`src/core/plc_ctrl_pkg.sv`:
```
// register map, field positions and codes of the register control engine
// assumes a 32-bit Avalon-MM slave with byte addresses, one word per register
package plc_ctrl_pkg;
  localparam int WW = 16; // controller word width
  localparam logic [5:0] OFS_WIN_SEL = 6'h00;
  localparam logic [5:0] OFS_WIN_ECHO = 6'h04;
  localparam logic [5:0] OFS_RPT_PRINT = 6'h08;
  localparam logic [5:0] OFS_BASE_WIN = 6'h0C;
  localparam logic [5:0] OFS_XFER_MODE = 6'h10;
  localparam logic [5:0] OFS_XFER_COUNT = 6'h14;
  localparam logic [5:0] OFS_XFER_CTL_OFS = 6'h18;
  localparam logic [5:0] OFS_XFER_PNL_OFS = 6'h1C;
  localparam logic [5:0] OFS_XFER_BASE = 6'h20;
  localparam logic [5:0] OFS_CTRL_BITS = 6'h24;
  localparam logic [5:0] OFS_MACRO_NUM = 6'h28;
  localparam logic [5:0] OFS_STATUS = 6'h2C;
  // control bit positions
  localparam int B_BL_OFF = 0;
  localparam int B_BL_OFF_CLR = 1;
  localparam int B_BL_ON = 2;
  localparam int B_BL_ON_CLR = 3;
  localparam int B_HARDCOPY = 4;
  localparam int B_MACRO = 5;
  localparam int NBITS = 6;
  // status bit positions
  localparam int S_BACKLIGHT = 0;
  localparam int S_BUSY = 1;
  // transfer mode codes
  localparam logic [WW-1:0] MODE_IDLE = 16'h0000;
  localparam logic [WW-1:0] MODE_CTL_TO_RCP = 16'h0001;
  localparam logic [WW-1:0] MODE_CTL_TO_LOC = 16'h0002;
  localparam logic [WW-1:0] MODE_RCP_TO_CTL = 16'h0003;
  localparam logic [WW-1:0] MODE_LOC_TO_CTL = 16'h0004;
  localparam logic [WW-1:0] CTL_DATA_GAP = 16'h0004; // data follows the 4 control words
  localparam logic [WW-1:0] RESET_WIN = 16'h0000;
  localparam logic RESET_BACKLIGHT = 1'b1;
endpackage

```
`src/core/xfer_if.sv`:
```
// job hand-off between the register engine and the word mover
// assumes both ends share one clock
`timescale 1ns/10ps
`default_nettype none
interface xfer_if;
  logic start;
  logic to_ctl; // 1: panel store to controller
  logic recipe; // 1: recipe store, 0: local_word_store
  logic [15:0] count;
  logic [15:0] ctl_addr;
  logic [15:0] pnl_addr;
  logic busy;
  logic done;
  modport engine (output start, to_ctl, recipe, count, ctl_addr, pnl_addr, input busy, done);
  modport mover (input start, to_ctl, recipe, count, ctl_addr, pnl_addr, output busy, done);
endinterface
`default_nettype wire

```
`src/core/word_mover.sv`:
```
// copies a block of words between controller space and a panel store
// assumes memory ports answer each request with a one-cycle ack
`timescale 1ns/10ps
`default_nettype none
module word_mover (
  input wire logic clock_i,
  input wire logic nrst_i,
  xfer_if.mover xf,
  output logic ctl_req_o,
  output logic ctl_we_o,
  output logic [15:0] ctl_addr_o,
  output logic [15:0] ctl_wdata_o,
  input wire logic [15:0] ctl_rdata_i,
  input wire logic ctl_ack_i,
  output logic sto_req_o,
  output logic sto_we_o,
  output logic sto_recipe_o,
  output logic [15:0] sto_addr_o,
  output logic [15:0] sto_wdata_o,
  input wire logic [15:0] sto_rdata_i,
  input wire logic sto_ack_i
);
  typedef enum logic [1:0] {
    MV_IDLE = 2'b00,
    MV_READ = 2'b01,
    MV_WRITE = 2'b10
  } mv_state_e;
  mv_state_e state_q;
  logic [15:0] left_q;
  logic to_ctl_q;
  logic done_q;
  logic [15:0] data_q;
  wire src_ack = to_ctl_q ? sto_ack_i : ctl_ack_i;
  wire dst_ack = to_ctl_q ? ctl_ack_i : sto_ack_i;
  // requests: read from source, then write to destination
  assign ctl_req_o = (state_q == MV_READ && !to_ctl_q) || (state_q == MV_WRITE && to_ctl_q);
  assign sto_req_o = (state_q == MV_READ && to_ctl_q) || (state_q == MV_WRITE && !to_ctl_q);
  assign ctl_we_o = (state_q == MV_WRITE);
  assign sto_we_o = (state_q == MV_WRITE);
  assign ctl_wdata_o = data_q;
  assign sto_wdata_o = data_q;
  assign xf.busy = (state_q != MV_IDLE);
  assign xf.done = done_q;
  // one word per read/write pair, addresses step after each write
  always_ff @(posedge clock_i or negedge nrst_i) begin
    if (!nrst_i) begin
      state_q <= MV_IDLE;
      left_q <= 16'h0000;
      to_ctl_q <= 1'b0;
      sto_recipe_o <= 1'b0;
      ctl_addr_o <= 16'h0000;
      sto_addr_o <= 16'h0000;
      data_q <= 16'h0000;
      done_q <= 1'b0;
    end else begin
      done_q <= 1'b0;
      case (state_q)
        MV_IDLE: begin
          if (xf.start) begin
            left_q <= xf.count;
            to_ctl_q <= xf.to_ctl;
            sto_recipe_o <= xf.recipe;
            ctl_addr_o <= xf.ctl_addr;
            sto_addr_o <= xf.pnl_addr;
            if (xf.count == 16'h0000) done_q <= 1'b1;
            else state_q <= MV_READ;
          end
        end
        MV_READ: begin
          if (src_ack) begin
            data_q <= to_ctl_q ? sto_rdata_i : ctl_rdata_i;
            state_q <= MV_WRITE;
          end
        end
        MV_WRITE: begin
          if (dst_ack) begin
            ctl_addr_o <= ctl_addr_o + 16'h0001;
            sto_addr_o <= sto_addr_o + 16'h0001;
            left_q <= left_q - 16'h0001;
            if (left_q == 16'h0001) begin
              state_q <= MV_IDLE;
              done_q <= 1'b1;
            end else begin
              state_q <= MV_READ;
            end
          end
        end
        default: state_q <= MV_IDLE;
      endcase
    end
  end
endmodule // word_mover
`default_nettype wire

```
`src/core/plc_register_control_engine.sv`:
```
// register control engine: window switch, report print, base window report,
// block transfer, backlight control, screen hardcopy and macro launch
// assumes an Avalon-MM master that holds each request until waitrequest is low
`timescale 1ns/10ps
`default_nettype none

module plc_register_control_engine #(
  parameter int NUM_WIN = 256
) (
  input wire logic clock_i,
  input wire logic nrst_i,
  input wire logic [5:0] avs_address_i,
  input wire logic avs_read_i,
  input wire logic avs_write_i,
  input wire logic [31:0] avs_writedata_i,
  output logic [31:0] avs_readdata_o,
  output logic avs_waitrequest_o,
  output logic [15:0] win_shown_o,
  output logic win_switch_o,
  output logic report_print_o,
  output logic [15:0] report_win_o,
  output logic backlight_o,
  output logic hardcopy_o,
  output logic macro_run_o,
  output logic [15:0] macro_num_o,
  output logic ctl_req_o,
  output logic ctl_we_o,
  output logic [15:0] ctl_addr_o,
  output logic [15:0] ctl_wdata_o,
  input wire logic [15:0] ctl_rdata_i,
  input wire logic ctl_ack_i,
  output logic sto_req_o,
  output logic sto_we_o,
  output logic sto_recipe_o,
  output logic [15:0] sto_addr_o,
  output logic [15:0] sto_wdata_o,
  input wire logic [15:0] sto_rdata_i,
  input wire logic sto_ack_i
);
  localparam logic [15:0] WIN_LIMIT = 16'(NUM_WIN);

  logic ack_q;
  logic [15:0] sel_q;
  logic [15:0] echo_q;
  logic [15:0] win_q;
  logic [15:0] base_q;
  logic switch_q;
  logic prt_q;
  logic [15:0] prt_num_q;
  logic [15:0] mode_q;
  logic [15:0] count_q;
  logic [15:0] ctl_ofs_q;
  logic [15:0] pnl_ofs_q;
  logic [15:0] xbase_q;
  logic [plc_ctrl_pkg::NBITS-1:0] bits_q;
  logic [plc_ctrl_pkg::NBITS-1:0] bits_d;
  logic [15:0] macro_q;
  logic bl_q;
  logic hc_prev_q;
  logic hc_q;
  logic [31:0] rdata_q;

  xfer_if xf ();

  // bus handshake: one wait cycle, then the request completes
  wire bus_req = avs_read_i | avs_write_i;
  assign avs_waitrequest_o = bus_req & ~ack_q;
  wire wr_en = avs_write_i & ack_q;
  wire rd_load = avs_read_i & ~ack_q;
  wire [15:0] wd = avs_writedata_i[15:0];

  // address decode
  wire hit_sel = wr_en && avs_address_i == plc_ctrl_pkg::OFS_WIN_SEL;
  wire hit_echo = wr_en && avs_address_i == plc_ctrl_pkg::OFS_WIN_ECHO;
  wire hit_rpt = wr_en && avs_address_i == plc_ctrl_pkg::OFS_RPT_PRINT;
  wire hit_mode = wr_en && avs_address_i == plc_ctrl_pkg::OFS_XFER_MODE;
  wire hit_cnt = wr_en && avs_address_i == plc_ctrl_pkg::OFS_XFER_COUNT;
  wire hit_cofs = wr_en && avs_address_i == plc_ctrl_pkg::OFS_XFER_CTL_OFS;
  wire hit_pofs = wr_en && avs_address_i == plc_ctrl_pkg::OFS_XFER_PNL_OFS;
  wire hit_xbase = wr_en && avs_address_i == plc_ctrl_pkg::OFS_XFER_BASE;
  wire hit_bits = wr_en && avs_address_i == plc_ctrl_pkg::OFS_CTRL_BITS;
  wire hit_mac = wr_en && avs_address_i == plc_ctrl_pkg::OFS_MACRO_NUM;

  // window number checks
  wire win_ok = wd < WIN_LIMIT;
  wire do_switch = hit_sel && win_ok && wd != sel_q;
  wire do_print = hit_rpt && win_ok;

  // transfer mode decode
  wire mode_ok = wd >= plc_ctrl_pkg::MODE_CTL_TO_RCP && wd <= plc_ctrl_pkg::MODE_LOC_TO_CTL;
  wire start = hit_mode && mode_ok && !xf.busy;
  assign xf.start = start;
  assign xf.to_ctl = wd == plc_ctrl_pkg::MODE_RCP_TO_CTL
    || wd == plc_ctrl_pkg::MODE_LOC_TO_CTL;
  assign xf.recipe = wd == plc_ctrl_pkg::MODE_CTL_TO_RCP
    || wd == plc_ctrl_pkg::MODE_RCP_TO_CTL;
  assign xf.count = count_q;
  assign xf.ctl_addr = xbase_q + plc_ctrl_pkg::CTL_DATA_GAP + ctl_ofs_q;
  assign xf.pnl_addr = pnl_ofs_q;

  // read data select
  wire [31:0] status_w = {30'h0, xf.busy, bl_q};
  wire [31:0] rd_mux =
    avs_address_i == plc_ctrl_pkg::OFS_WIN_SEL ? {16'h0000, sel_q} :
    avs_address_i == plc_ctrl_pkg::OFS_WIN_ECHO ? {16'h0000, echo_q} :
    avs_address_i == plc_ctrl_pkg::OFS_RPT_PRINT ? {16'h0000, prt_num_q} :
    avs_address_i == plc_ctrl_pkg::OFS_BASE_WIN ? {16'h0000, base_q} :
    avs_address_i == plc_ctrl_pkg::OFS_XFER_MODE ? {16'h0000, mode_q} :
    avs_address_i == plc_ctrl_pkg::OFS_XFER_COUNT ? {16'h0000, count_q} :
    avs_address_i == plc_ctrl_pkg::OFS_XFER_CTL_OFS ? {16'h0000, ctl_ofs_q} :
    avs_address_i == plc_ctrl_pkg::OFS_XFER_PNL_OFS ? {16'h0000, pnl_ofs_q} :
    avs_address_i == plc_ctrl_pkg::OFS_XFER_BASE ? {16'h0000, xbase_q} :
    avs_address_i == plc_ctrl_pkg::OFS_CTRL_BITS ? {26'h0, bits_q} :
    avs_address_i == plc_ctrl_pkg::OFS_MACRO_NUM ? {16'h0000, macro_q} :
    avs_address_i == plc_ctrl_pkg::OFS_STATUS ? status_w : 32'h00000000;

  // control bits: software write wins over the automatic clear
  wire clr_off = bits_q[plc_ctrl_pkg::B_BL_OFF_CLR] && !bl_q;
  wire clr_on = bits_q[plc_ctrl_pkg::B_BL_ON_CLR] && bl_q;
  always_comb begin
    bits_d = bits_q;
    bits_d[plc_ctrl_pkg::B_BL_OFF_CLR] = bits_q[plc_ctrl_pkg::B_BL_OFF_CLR] & ~clr_off;
    bits_d[plc_ctrl_pkg::B_BL_ON_CLR] = bits_q[plc_ctrl_pkg::B_BL_ON_CLR] & ~clr_on;
    if (hit_bits) bits_d = avs_writedata_i[plc_ctrl_pkg::NBITS-1:0];
  end

  // bus acknowledge and read data
  always_ff @(posedge clock_i or negedge nrst_i) begin
    if (!nrst_i) begin
      ack_q <= 1'b0;
      rdata_q <= 32'h00000000;
    end else begin
      ack_q <= bus_req & ~ack_q;
      if (rd_load) rdata_q <= rd_mux;
    end
  end

  // window switch, echo, report print and base window report
  always_ff @(posedge clock_i or negedge nrst_i) begin
    if (!nrst_i) begin
      sel_q <= plc_ctrl_pkg::RESET_WIN;
      echo_q <= 16'h0000;
      win_q <= plc_ctrl_pkg::RESET_WIN;
      base_q <= plc_ctrl_pkg::RESET_WIN;
      switch_q <= 1'b0;
      prt_q <= 1'b0;
      prt_num_q <= 16'h0000;
    end else begin
      if (hit_sel) sel_q <= wd;
      if (do_switch) win_q <= wd;
      if (do_switch) echo_q <= wd;
      else if (hit_echo) echo_q <= wd;
      switch_q <= do_switch;
      base_q <= win_q;
      prt_q <= do_print;
      if (do_print) prt_num_q <= wd;
    end
  end

  // transfer control block; the done clear yields to a same-cycle write
  always_ff @(posedge clock_i or negedge nrst_i) begin
    if (!nrst_i) begin
      mode_q <= plc_ctrl_pkg::MODE_IDLE;
      count_q <= 16'h0000;
      ctl_ofs_q <= 16'h0000;
      pnl_ofs_q <= 16'h0000;
      xbase_q <= 16'h0000;
      macro_q <= 16'h0000;
    end else begin
      if (hit_mode) mode_q <= wd;
      else if (xf.done) mode_q <= plc_ctrl_pkg::MODE_IDLE;
      if (hit_cnt) count_q <= wd;
      if (hit_cofs) ctl_ofs_q <= wd;
      if (hit_pofs) pnl_ofs_q <= wd;
      if (hit_xbase) xbase_q <= wd;
      if (hit_mac) macro_q <= wd;
    end
  end

  // backlight, hardcopy edge and control bits
  always_ff @(posedge clock_i or negedge nrst_i) begin
    if (!nrst_i) begin
      bits_q <= '0;
      bl_q <= plc_ctrl_pkg::RESET_BACKLIGHT;
      hc_prev_q <= 1'b0;
      hc_q <= 1'b0;
    end else begin
      bits_q <= bits_d;
      if (bits_q[plc_ctrl_pkg::B_BL_OFF] || bits_q[plc_ctrl_pkg::B_BL_OFF_CLR]) begin
        bl_q <= 1'b0;
      end else if (bits_q[plc_ctrl_pkg::B_BL_ON] || bits_q[plc_ctrl_pkg::B_BL_ON_CLR]) begin
        bl_q <= 1'b1;
      end
      hc_prev_q <= bits_q[plc_ctrl_pkg::B_HARDCOPY];
      hc_q <= bits_q[plc_ctrl_pkg::B_HARDCOPY] & ~hc_prev_q;
    end
  end

  // outputs
  assign avs_readdata_o = rdata_q;
  assign win_shown_o = win_q;
  assign win_switch_o = switch_q;
  assign report_print_o = prt_q;
  assign report_win_o = prt_num_q;
  assign backlight_o = bl_q;
  assign hardcopy_o = hc_q;
  assign macro_run_o = bits_q[plc_ctrl_pkg::B_MACRO];
  assign macro_num_o = macro_q;

  word_mover u_mover (
    .clock_i(clock_i),
    .nrst_i(nrst_i),
    .xf(xf),
    .ctl_req_o(ctl_req_o),
    .ctl_we_o(ctl_we_o),
    .ctl_addr_o(ctl_addr_o),
    .ctl_wdata_o(ctl_wdata_o),
    .ctl_rdata_i(ctl_rdata_i),
    .ctl_ack_i(ctl_ack_i),
    .sto_req_o(sto_req_o),
    .sto_we_o(sto_we_o),
    .sto_recipe_o(sto_recipe_o),
    .sto_addr_o(sto_addr_o),
    .sto_wdata_o(sto_wdata_o),
    .sto_rdata_i(sto_rdata_i),
    .sto_ack_i(sto_ack_i)
  );
endmodule // plc_register_control_engine
`default_nettype wire

```
`config.mk`:
```
export PLATFORM = sky130hd
export DESIGN_NAME = plc_register_control_engine
export DESIGN_NICKNAME = d
export VERILOG_FILES = /design/src/core/plc_ctrl_pkg.sv /design/src/core/xfer_if.sv /design/src/core/word_mover.sv /design/src/core/plc_register_control_engine.sv
export SDC_FILE = /design/constraint.sdc
export NUM_CORES = 1
export LEC_CHECK = 0
export ABC_CLOCK_PERIOD_IN_PS = 7200
export BUFFER_PORTS_ARGS = -buffer_cell sky130_fd_sc_hd__buf_4
export CORE_AREA = 2 2 158 160
export CTS_CLUSTER_DIAMETER = 40
export DETAILED_ROUTE_END_ITERATION = 10
export DIE_AREA = 0 0 160 162
export GPL_TIMING_DRIVEN = 0
export MAX_ROUTING_LAYER = met4
export PLACE_DENSITY = 0.92
export SLEW_MARGIN = 5
export SYNTH_ARGS = -nofsm -noshare
export SYNTH_HDL_FRONTEND = slang
export SYNTH_SLANG_ARGS = --single-unit
```
`constraint.sdc`:
```
create_clock -name clock_i -period 7.2 [get_ports clock_i]
set_clock_uncertainty 0.1 [all_clocks]
set_input_delay 2.16 -clock clock_i [delete_from_list [all_inputs] [get_ports clock_i]]
set_output_delay 2.16 -clock clock_i [all_outputs]
set_load 0.005 [all_outputs]
```
-- Word level (Yosys, flattened, before mapping)
Index checks and enable logic that the tools add are counted.
- eq/ne operators: 22
- order comparisons: 3
- shift-type cells: 0
- add/sub/neg operators: 5
- div/mod/pow operators: 0
- reductions and logical operators: 43
- multiply operators: 0
- bitwise logic cells: 11
- mux-type cells: 42
- operators by type and width (kind ; number):
    $mux W16 ; 22
    $pmux W16 S2 ; 3
    $add A16 B1 Y16 const B ; 2
    $eq A16 B1 Y1 const B ; 2
    $eq A6 B5 Y1 const B ; 4
    $eq A6 B6 Y1 const B ; 4
    $logic_and A1 B1 Y1 ; 22
    $add A16 B16 Y16 ; 1
    $add A16 B3 Y16 const B ; 1
    $eq A16 B2 Y1 const B ; 1
    $eq A16 B3 Y1 const B ; 1
    $ge A16 B1 Y1 const B ; 1
    $le A16 B3 Y1 const B ; 1
    $logic_not A16 Y1 ; 1
    $lt A16 B9 Y1 const B ; 1
    $ne A16 B16 Y1 ; 1
    $sub A16 B1 Y16 const B ; 1
    $eq A6 B4 Y1 const B ; 2
    $mux W2 ; 5
    $reduce_bool A2 Y1 ; 5
    $mux W1 ; 9
    $and A1 B1 Y1 ; 6
    $eq A6 B3 Y1 const B ; 1
    $logic_not A6 Y1 ; 1
    other kinds (15) ; 28
- bits in registers: 289
- memory bits (read-only): 0
- output and inout bits: 155
- bits in latches: 0
- bits in writable memories: 0
- memories: 0
- word-level logic and storage cells: 154

-- Depth between registers and ports, before layout
- depth after elaboration: 13
- gate-level depth with buffers: 10
- gate-level depth less buffers: 10

-- Modules after synthesis
From an unflattened synthesis, not the netlist that was laid out.
- cells, all modules: 1359
- area total of the unflattened synthesis: 14310.0 µm²
- by module, submodules not included (module ; seq. area each (µm²) ; instances ; area each (µm²) ; cells an instance):
    plc_register_control_engine ; 5106.1 ; 1 ; 10187.3 ; 885
    word_mover ; 1726.7 ; 1 ; 4122.7 ; 474

-- Worst setup path before layout
Ideal clock, no wire load.
- kind: input to output
- start point: input port avs_write_i
- end point: output port avs_waitrequest_o
- cell stages on the path: 2
- path buffers: 0
- arrival time: 2.307 ns
- setup slack: 2.633 ns
- cell sequence: nor2_1 -> nor2_1
- longest elaborated chain between the ends: 2
- RTL lines (what ; line ; RTL):
    start, declared ; plc_register_control_engine.sv:14 ; input wire logic avs_write_i,
    $or A1 B1 Y1 ; plc_register_control_engine.sv:66 ; wire bus_req = avs_read_i | avs_write_i;
    $and A1 B1 Y1 ; plc_register_control_engine.sv:67 ; assign avs_waitrequest_o = bus_req & ~ack_q;
    end, declared ; plc_register_control_engine.sv:17 ; output logic avs_waitrequest_o,
No other way between the ends.

-- Worst setup path after layout
- start point: register u_mover.state_q[0]
- end point: output port sto_req_o
- longest elaborated chain between the ends: 3
- RTL lines (what ; line ; RTL):
    start, declared ; word_mover.sv:28 ; mv_state_e state_q;
    start signal, assigned ; word_mover.sv:47 ; state_q <= MV_IDLE;
    start signal, assigned ; word_mover.sv:66 ; else state_q <= MV_READ;
    start signal, assigned ; word_mover.sv:72 ; state_q <= MV_WRITE;
    $eq A2 B1 Y1 / $eq A2 B2 Y1 (equally long branches) ; word_mover.sv:37 ; assign sto_req_o = (state_q == MV_READ && to_ctl_q) || (state_q == MV_WRITE && !to_ctl_q);
    $logic_and A1 B1 Y1 ; word_mover.sv:37 ;
    $logic_or A1 B1 Y1 * ; word_mover.sv:37 ;
    end, declared ; plc_register_control_engine.sv:32 ; output logic sto_req_o,
Every way passes the cells marked *; elsewhere a longest branch is shown, timed or not.

==> metrics.log <==
[metrics] outcome: completed
[metrics] Final Net Count: about 1,800
[metrics] power spent charging and discharging nets: 0.00147 W
[metrics] post-route setup TNS: 0 ns
[metrics] Leak Pwr: roughly 8.6 nW
[metrics] detailed-route vias per instance: 6.55
[metrics] Final period util: between 70 and 80%
[metrics] Iter 0 DRT Violations: about 1,600
[metrics] max-capacitance violation count: 0
[metrics] cell depth of the worst min-delay path: 1
[metrics] ant diodes: 0
[metrics] TritonCTS clock tree: yes
[metrics] share of final-layout standard cells stronger than drive strength 1: between 20 and 30%
[metrics] maximum number of pins on one net before global-route repair: 122
[metrics] arrival time of the worst setup path: around 3.3 ns
[metrics] first-pass detailed-route iteration total: 6
[metrics] overall die height: around 160 um
[metrics] wire length per cell after detailed routing: ~25 um
[metrics] number of cells on the worst reg-to-reg path: 7
[metrics] crit-path max FO: 10
[metrics] final worst slack: roughly 1.6 ns
[metrics] antenna viol nets, final: 0
[metrics] proportion of power drawn by the clock network: approximately 43%
[metrics] starting density of the core: about three fifths
[metrics] Area growth, synth to finish: 23.6%
[metrics] remaining global-route overflow: 0
[metrics] leading register cell type out of synthesis: dfrtp_1
[metrics] final HPWL from detailed placement: between 30,000 and 40,000 um
[metrics] RR Endpoint: u_mover.ctl_addr_o[1]$_DFFE_PN0P_
[metrics] area of the placeable core: around 24,000 sq um
[metrics] Hold Buf Count CTS: 0
[metrics] fraction of registers with async set or reset after synthesis: 100%
[metrics] maximum level of the CTS H-tree: 2
[metrics] normalized max-slew margin: approximately 11%
[metrics] post-placement setup slack: around 2.2 ns
[metrics] Gate Count Post-Synth: between 1,000 and 1,500
[metrics] cell internal pwr: 0.00355 W
[metrics] number of buffers on the longest clock path: 3
[metrics] total of buffers placed on input and output ports: 189
[metrics] overall via count from detail_route: ~13,000
[metrics] average instance area after synthesis: 10.2 sq um
[metrics] number of antenna violations at the first check in global routing: 0
[metrics] Slew Viols, Final: 0
[metrics] ordered list of cells on the worst path: clkbuf_1 -> inv_1 -> nand2_1 -> clkbuf_1 -> clkbuf_1 -> o21ai_0 -> buf_4
[metrics] most used cell, CP: clkbuf_1
[metrics] worst reg2reg setup slack: 4.13 ns
[metrics] CTS buffer count: 40
[metrics] WP data required: 4.94 ns
[metrics] number of top-level pins: about 230
[metrics] number of synthesized flops with an enable pin: 0
[metrics] Setup Fix Bufs, Post-CTS: 0
[metrics] unrepaired setup endpoints after global routing: false
[metrics] Worst-Margin Slew: between 1 and 1.5 ns
[metrics] peak supply drop: around 0.26 mV
[metrics] Seq pwr share: 39.8%
[metrics] Net Sw Frac: 29.3%
[metrics] class of the worst hold path: register to register
[metrics] startpoint kind of the worst setup timing path: register
[metrics] number of resized instances in the post-cts repair step: 0
[metrics] cell area after synthesis: about 14,000 sq um
[metrics] Comb pwr share: 17.7%
[metrics] Final Hold Viols: 0
[metrics] final wirelength: between 50,000 and 60,000 um
[metrics] GR Util All Layers: slightly above 40%
[metrics] weighted congestion reported at the end of routability-driven placement: around 0.96
[metrics] max incr delay on CP: 0.56 ns
[metrics] width of the die: between 150 and 200 um
[metrics] clk_lat worst skew: approximately 0.53 ns
[metrics] final-report setup violation count: 0
[metrics] fin crit period: between 5 and 6 ns
[metrics] clock root buffer: clkbuf_16
[metrics] Worst Setup End Kind: primary output
[metrics] cell with the largest stage delay on the worst path: clkbuf_1
[metrics] launch point of the worst reg-to-reg path: u_mover.state_q[0]$_DFFE_PN0P_
[metrics] min-delay src: hc_prev_q$_DFF_PN0_
[metrics] sinks on the clock net: between 200 and 300
[metrics] leading cell type in the layout, fill and taps excluded: dfrtp_1
[metrics] highest clock rate: roughly 180 MHz
[metrics] Row Count: 57
[metrics] Hold Path Sink: hardcopy_o$_DFF_PN0_
[metrics] number of distinct library cells after synthesis: 77
[metrics] clock-pin slew on the worst setup and hold paths: ~0.060 ns
[metrics] sequential cell area fraction in the yosys report: between 40% and 50%
[metrics] full die area: 25,900 sq um
[metrics] start-to-end type of the worst setup path: register to primary output
[metrics] number of flip-flops and latches in the synthesized netlist: 273
[metrics] drt drc: 0
[metrics] number of warnings issued by yosys: 0
[metrics] Power Dens Cells: between 200 and 300 nW/um^2
[metrics] Fillers: 1,648
[metrics] vias in the first global route: approximately 13,000
[metrics] most frequent cells in the layout: 272 x dfrtp_1, 228 x buf_4, 132 x a21oi_1, 122 x mux2_2, 106 x nand2_1
[metrics] global-route wire length before repair: 77,500 um
-- synthesized netlist by cell type, types with 7 or more instances --
| cell type | instances | area share [%] |
|---|---|---|
| a21oi_1 | 132 | 4.6 |
| inv_1 | 22 | 0.57 |
| xor2_1 | 17 | 1.0 |
| mux2_2 | 122 | 9.5 |
| mux2_4 | 10 | 1.0 |
| ha_1 | 33 | 2.9 |
| a31oi_1 | 21 | 0.91 |
| and3_1 | 10 | 0.43 |
| buf_1 | 7 | 0.18 |
| mux2i_1 | 51 | 3.5 |
| or3_1 | 13 | 0.56 |
| nor4_1 | 19 | 0.82 |
| xnor2_1 | 10 | 0.61 |
| dfrtp_1 | 272 | 47 |
| nor2b_1 | 20 | 0.87 |
| nand3_1 | 36 | 1.3 |
| nor2_1 | 104 | 2.7 |
| buf_4 | 40 | 2.1 |
| o221ai_1 | 8 | 0.49 |
| buf_2 | 18 | 0.63 |
| nand3b_1 | 16 | 0.83 |
| o22ai_1 | 25 | 1.1 |
| nand2_1 | 106 | 2.8 |
| a22oi_1 | 11 | 0.57 |
| o21ai_0 | 77 | 2.7 |
| nand4_1 | 14 | 0.61 |
| nor3_1 | 30 | 1.0 |
| clkbuf_1 | 51 | 1.3 |
| o221a_2 | 7 | 0.55 |
-- per-layer routing --
layer | vias up | global-route usage (%) | share of wire, %
met3 | 226 | 7.71 | 10
li1 | 5574 | - | -
met4 | 0 | 19.7 | 5.5
met1 | 6398 | 50.7 | 38
met2 | 964 | 63.1 | 47
met5 | - | - | 0
-- flip-flops by register name, summed over array words and instances (netlist names), 16 cells and up --
name,flops
avs_readdata_o,16
base_q,16
count_q,16
ctl_ofs_q,16
echo_q,16
macro_num_o,16
mode_q,16
pnl_ofs_q,16
report_win_o,16
sel_q,16
u_mover.ctl_addr_o,16
u_mover.ctl_wdata_o,16
u_mover.left_q,16
u_mover.sto_addr_o,16
win_shown_o,16
xbase_q,16
-- power by group through the flow --
| stage | Sequential [W] | Clock, W | Combinational, W |
|---|---|---|---|
| after CTS | 0.00198 | 0.00213 | 0.000882 |
| after floorplan | 0.00193 | 0 | 0.000457 |
| after global routing | 0.00202 | 0.00220 | 0.000965 |
| after detailed placement | 0.00200 | 0 | 0.000870 |
| after global placement | 0.00200 | 0 | 0.000840 |
| final | 0.00200 | 0.00213 | 0.000891 |
-- worst max-delay path, delay by kind of cell (launching register included) --
family	cells	cell delay, ns
buffers and inverters	5	2.04
flip-flops	1	0.32
AND/OR/NAND/NOR	1	0.27
AO/OA/AOI/OAI	1	0.18
-- layout make-up --
| class | count | area, sq um | share of cell area (%) |
|---|---|---|---|
| repair buffers | 191 | 1480 | 8.32 |
| plain buffers | 119 | 636 | 3.57 |
| clock inverters | 24 | 354 | 1.99 |
| inverters | 24 | 90.1 | 0.506 |
| clock buffers | 49 | 1110 | 6.21 |
| flip-flops and latches | 273 | 6830 | 38.4 |
| well taps | 324 | 405 | 2.28 |
| multi-input cells | 1007 | 6910 | 38.8 |
-- through the flow --
| stage | hold slack (ns) | cell area, sq um | util (%) | total power (W) | std cells |
|---|---|---|---|---|---|
| after floorplan | 0.278 | 14500 | - | 0.00239 | 1423 |
| after global placement | 0.281 | 16300 | 67.6 | 0.00284 | 1936 |
| after detailed placement | 0.281 | 16400 | 67.9 | 0.00287 | 1938 |
| after CTS | 0.295 | 17800 | 73.9 | 0.00500 | 2011 |
| after global routing | 0.309 | 17800 | 73.9 | 0.00518 | 2011 |
| final | 0.289 | 17800 | 73.9 | 0.00502 | 2011 |
-- logic make-up (layout without fill, tap and decap cells) --
family	after synthesis	after routing	share of synthesized area, %
compound gates	334	334	14.0
xor+xnor	27	27	1.64
fa+ha+maj	34	34	3.00
buf+inv	143	407	5.04
flops	273	273	47.4
mux	184	184	14.2
other cells	1	16	0.0260
simple gates	412	412	14.7
-- how the worst max path moves through the flow --
| stage | from | end | slack (ns) |
|---|---|---|---|
| floorplan | avs_write_i | avs_waitrequest_o | 2.63 |
| global placement | nrst_i | u_mover.ctl_addr_o[3]$_DFFE_PN0P_ | 1.65 |
| detailed placement | u_mover.state_q[0]$_DFFE_PN0P_ | sto_req_o | 2.23 |
| CTS | u_mover.state_q[0]$_DFFE_PN0P_ | sto_req_o | 1.69 |
| global route | u_mover.state_q[0]$_DFFE_PN0P_ | sto_req_o | 1.53 |
| finish | u_mover.state_q[0]$_DFFE_PN0P_ | sto_req_o | 1.60 |
Note: power is estimated with default switching activity, not from simulation.
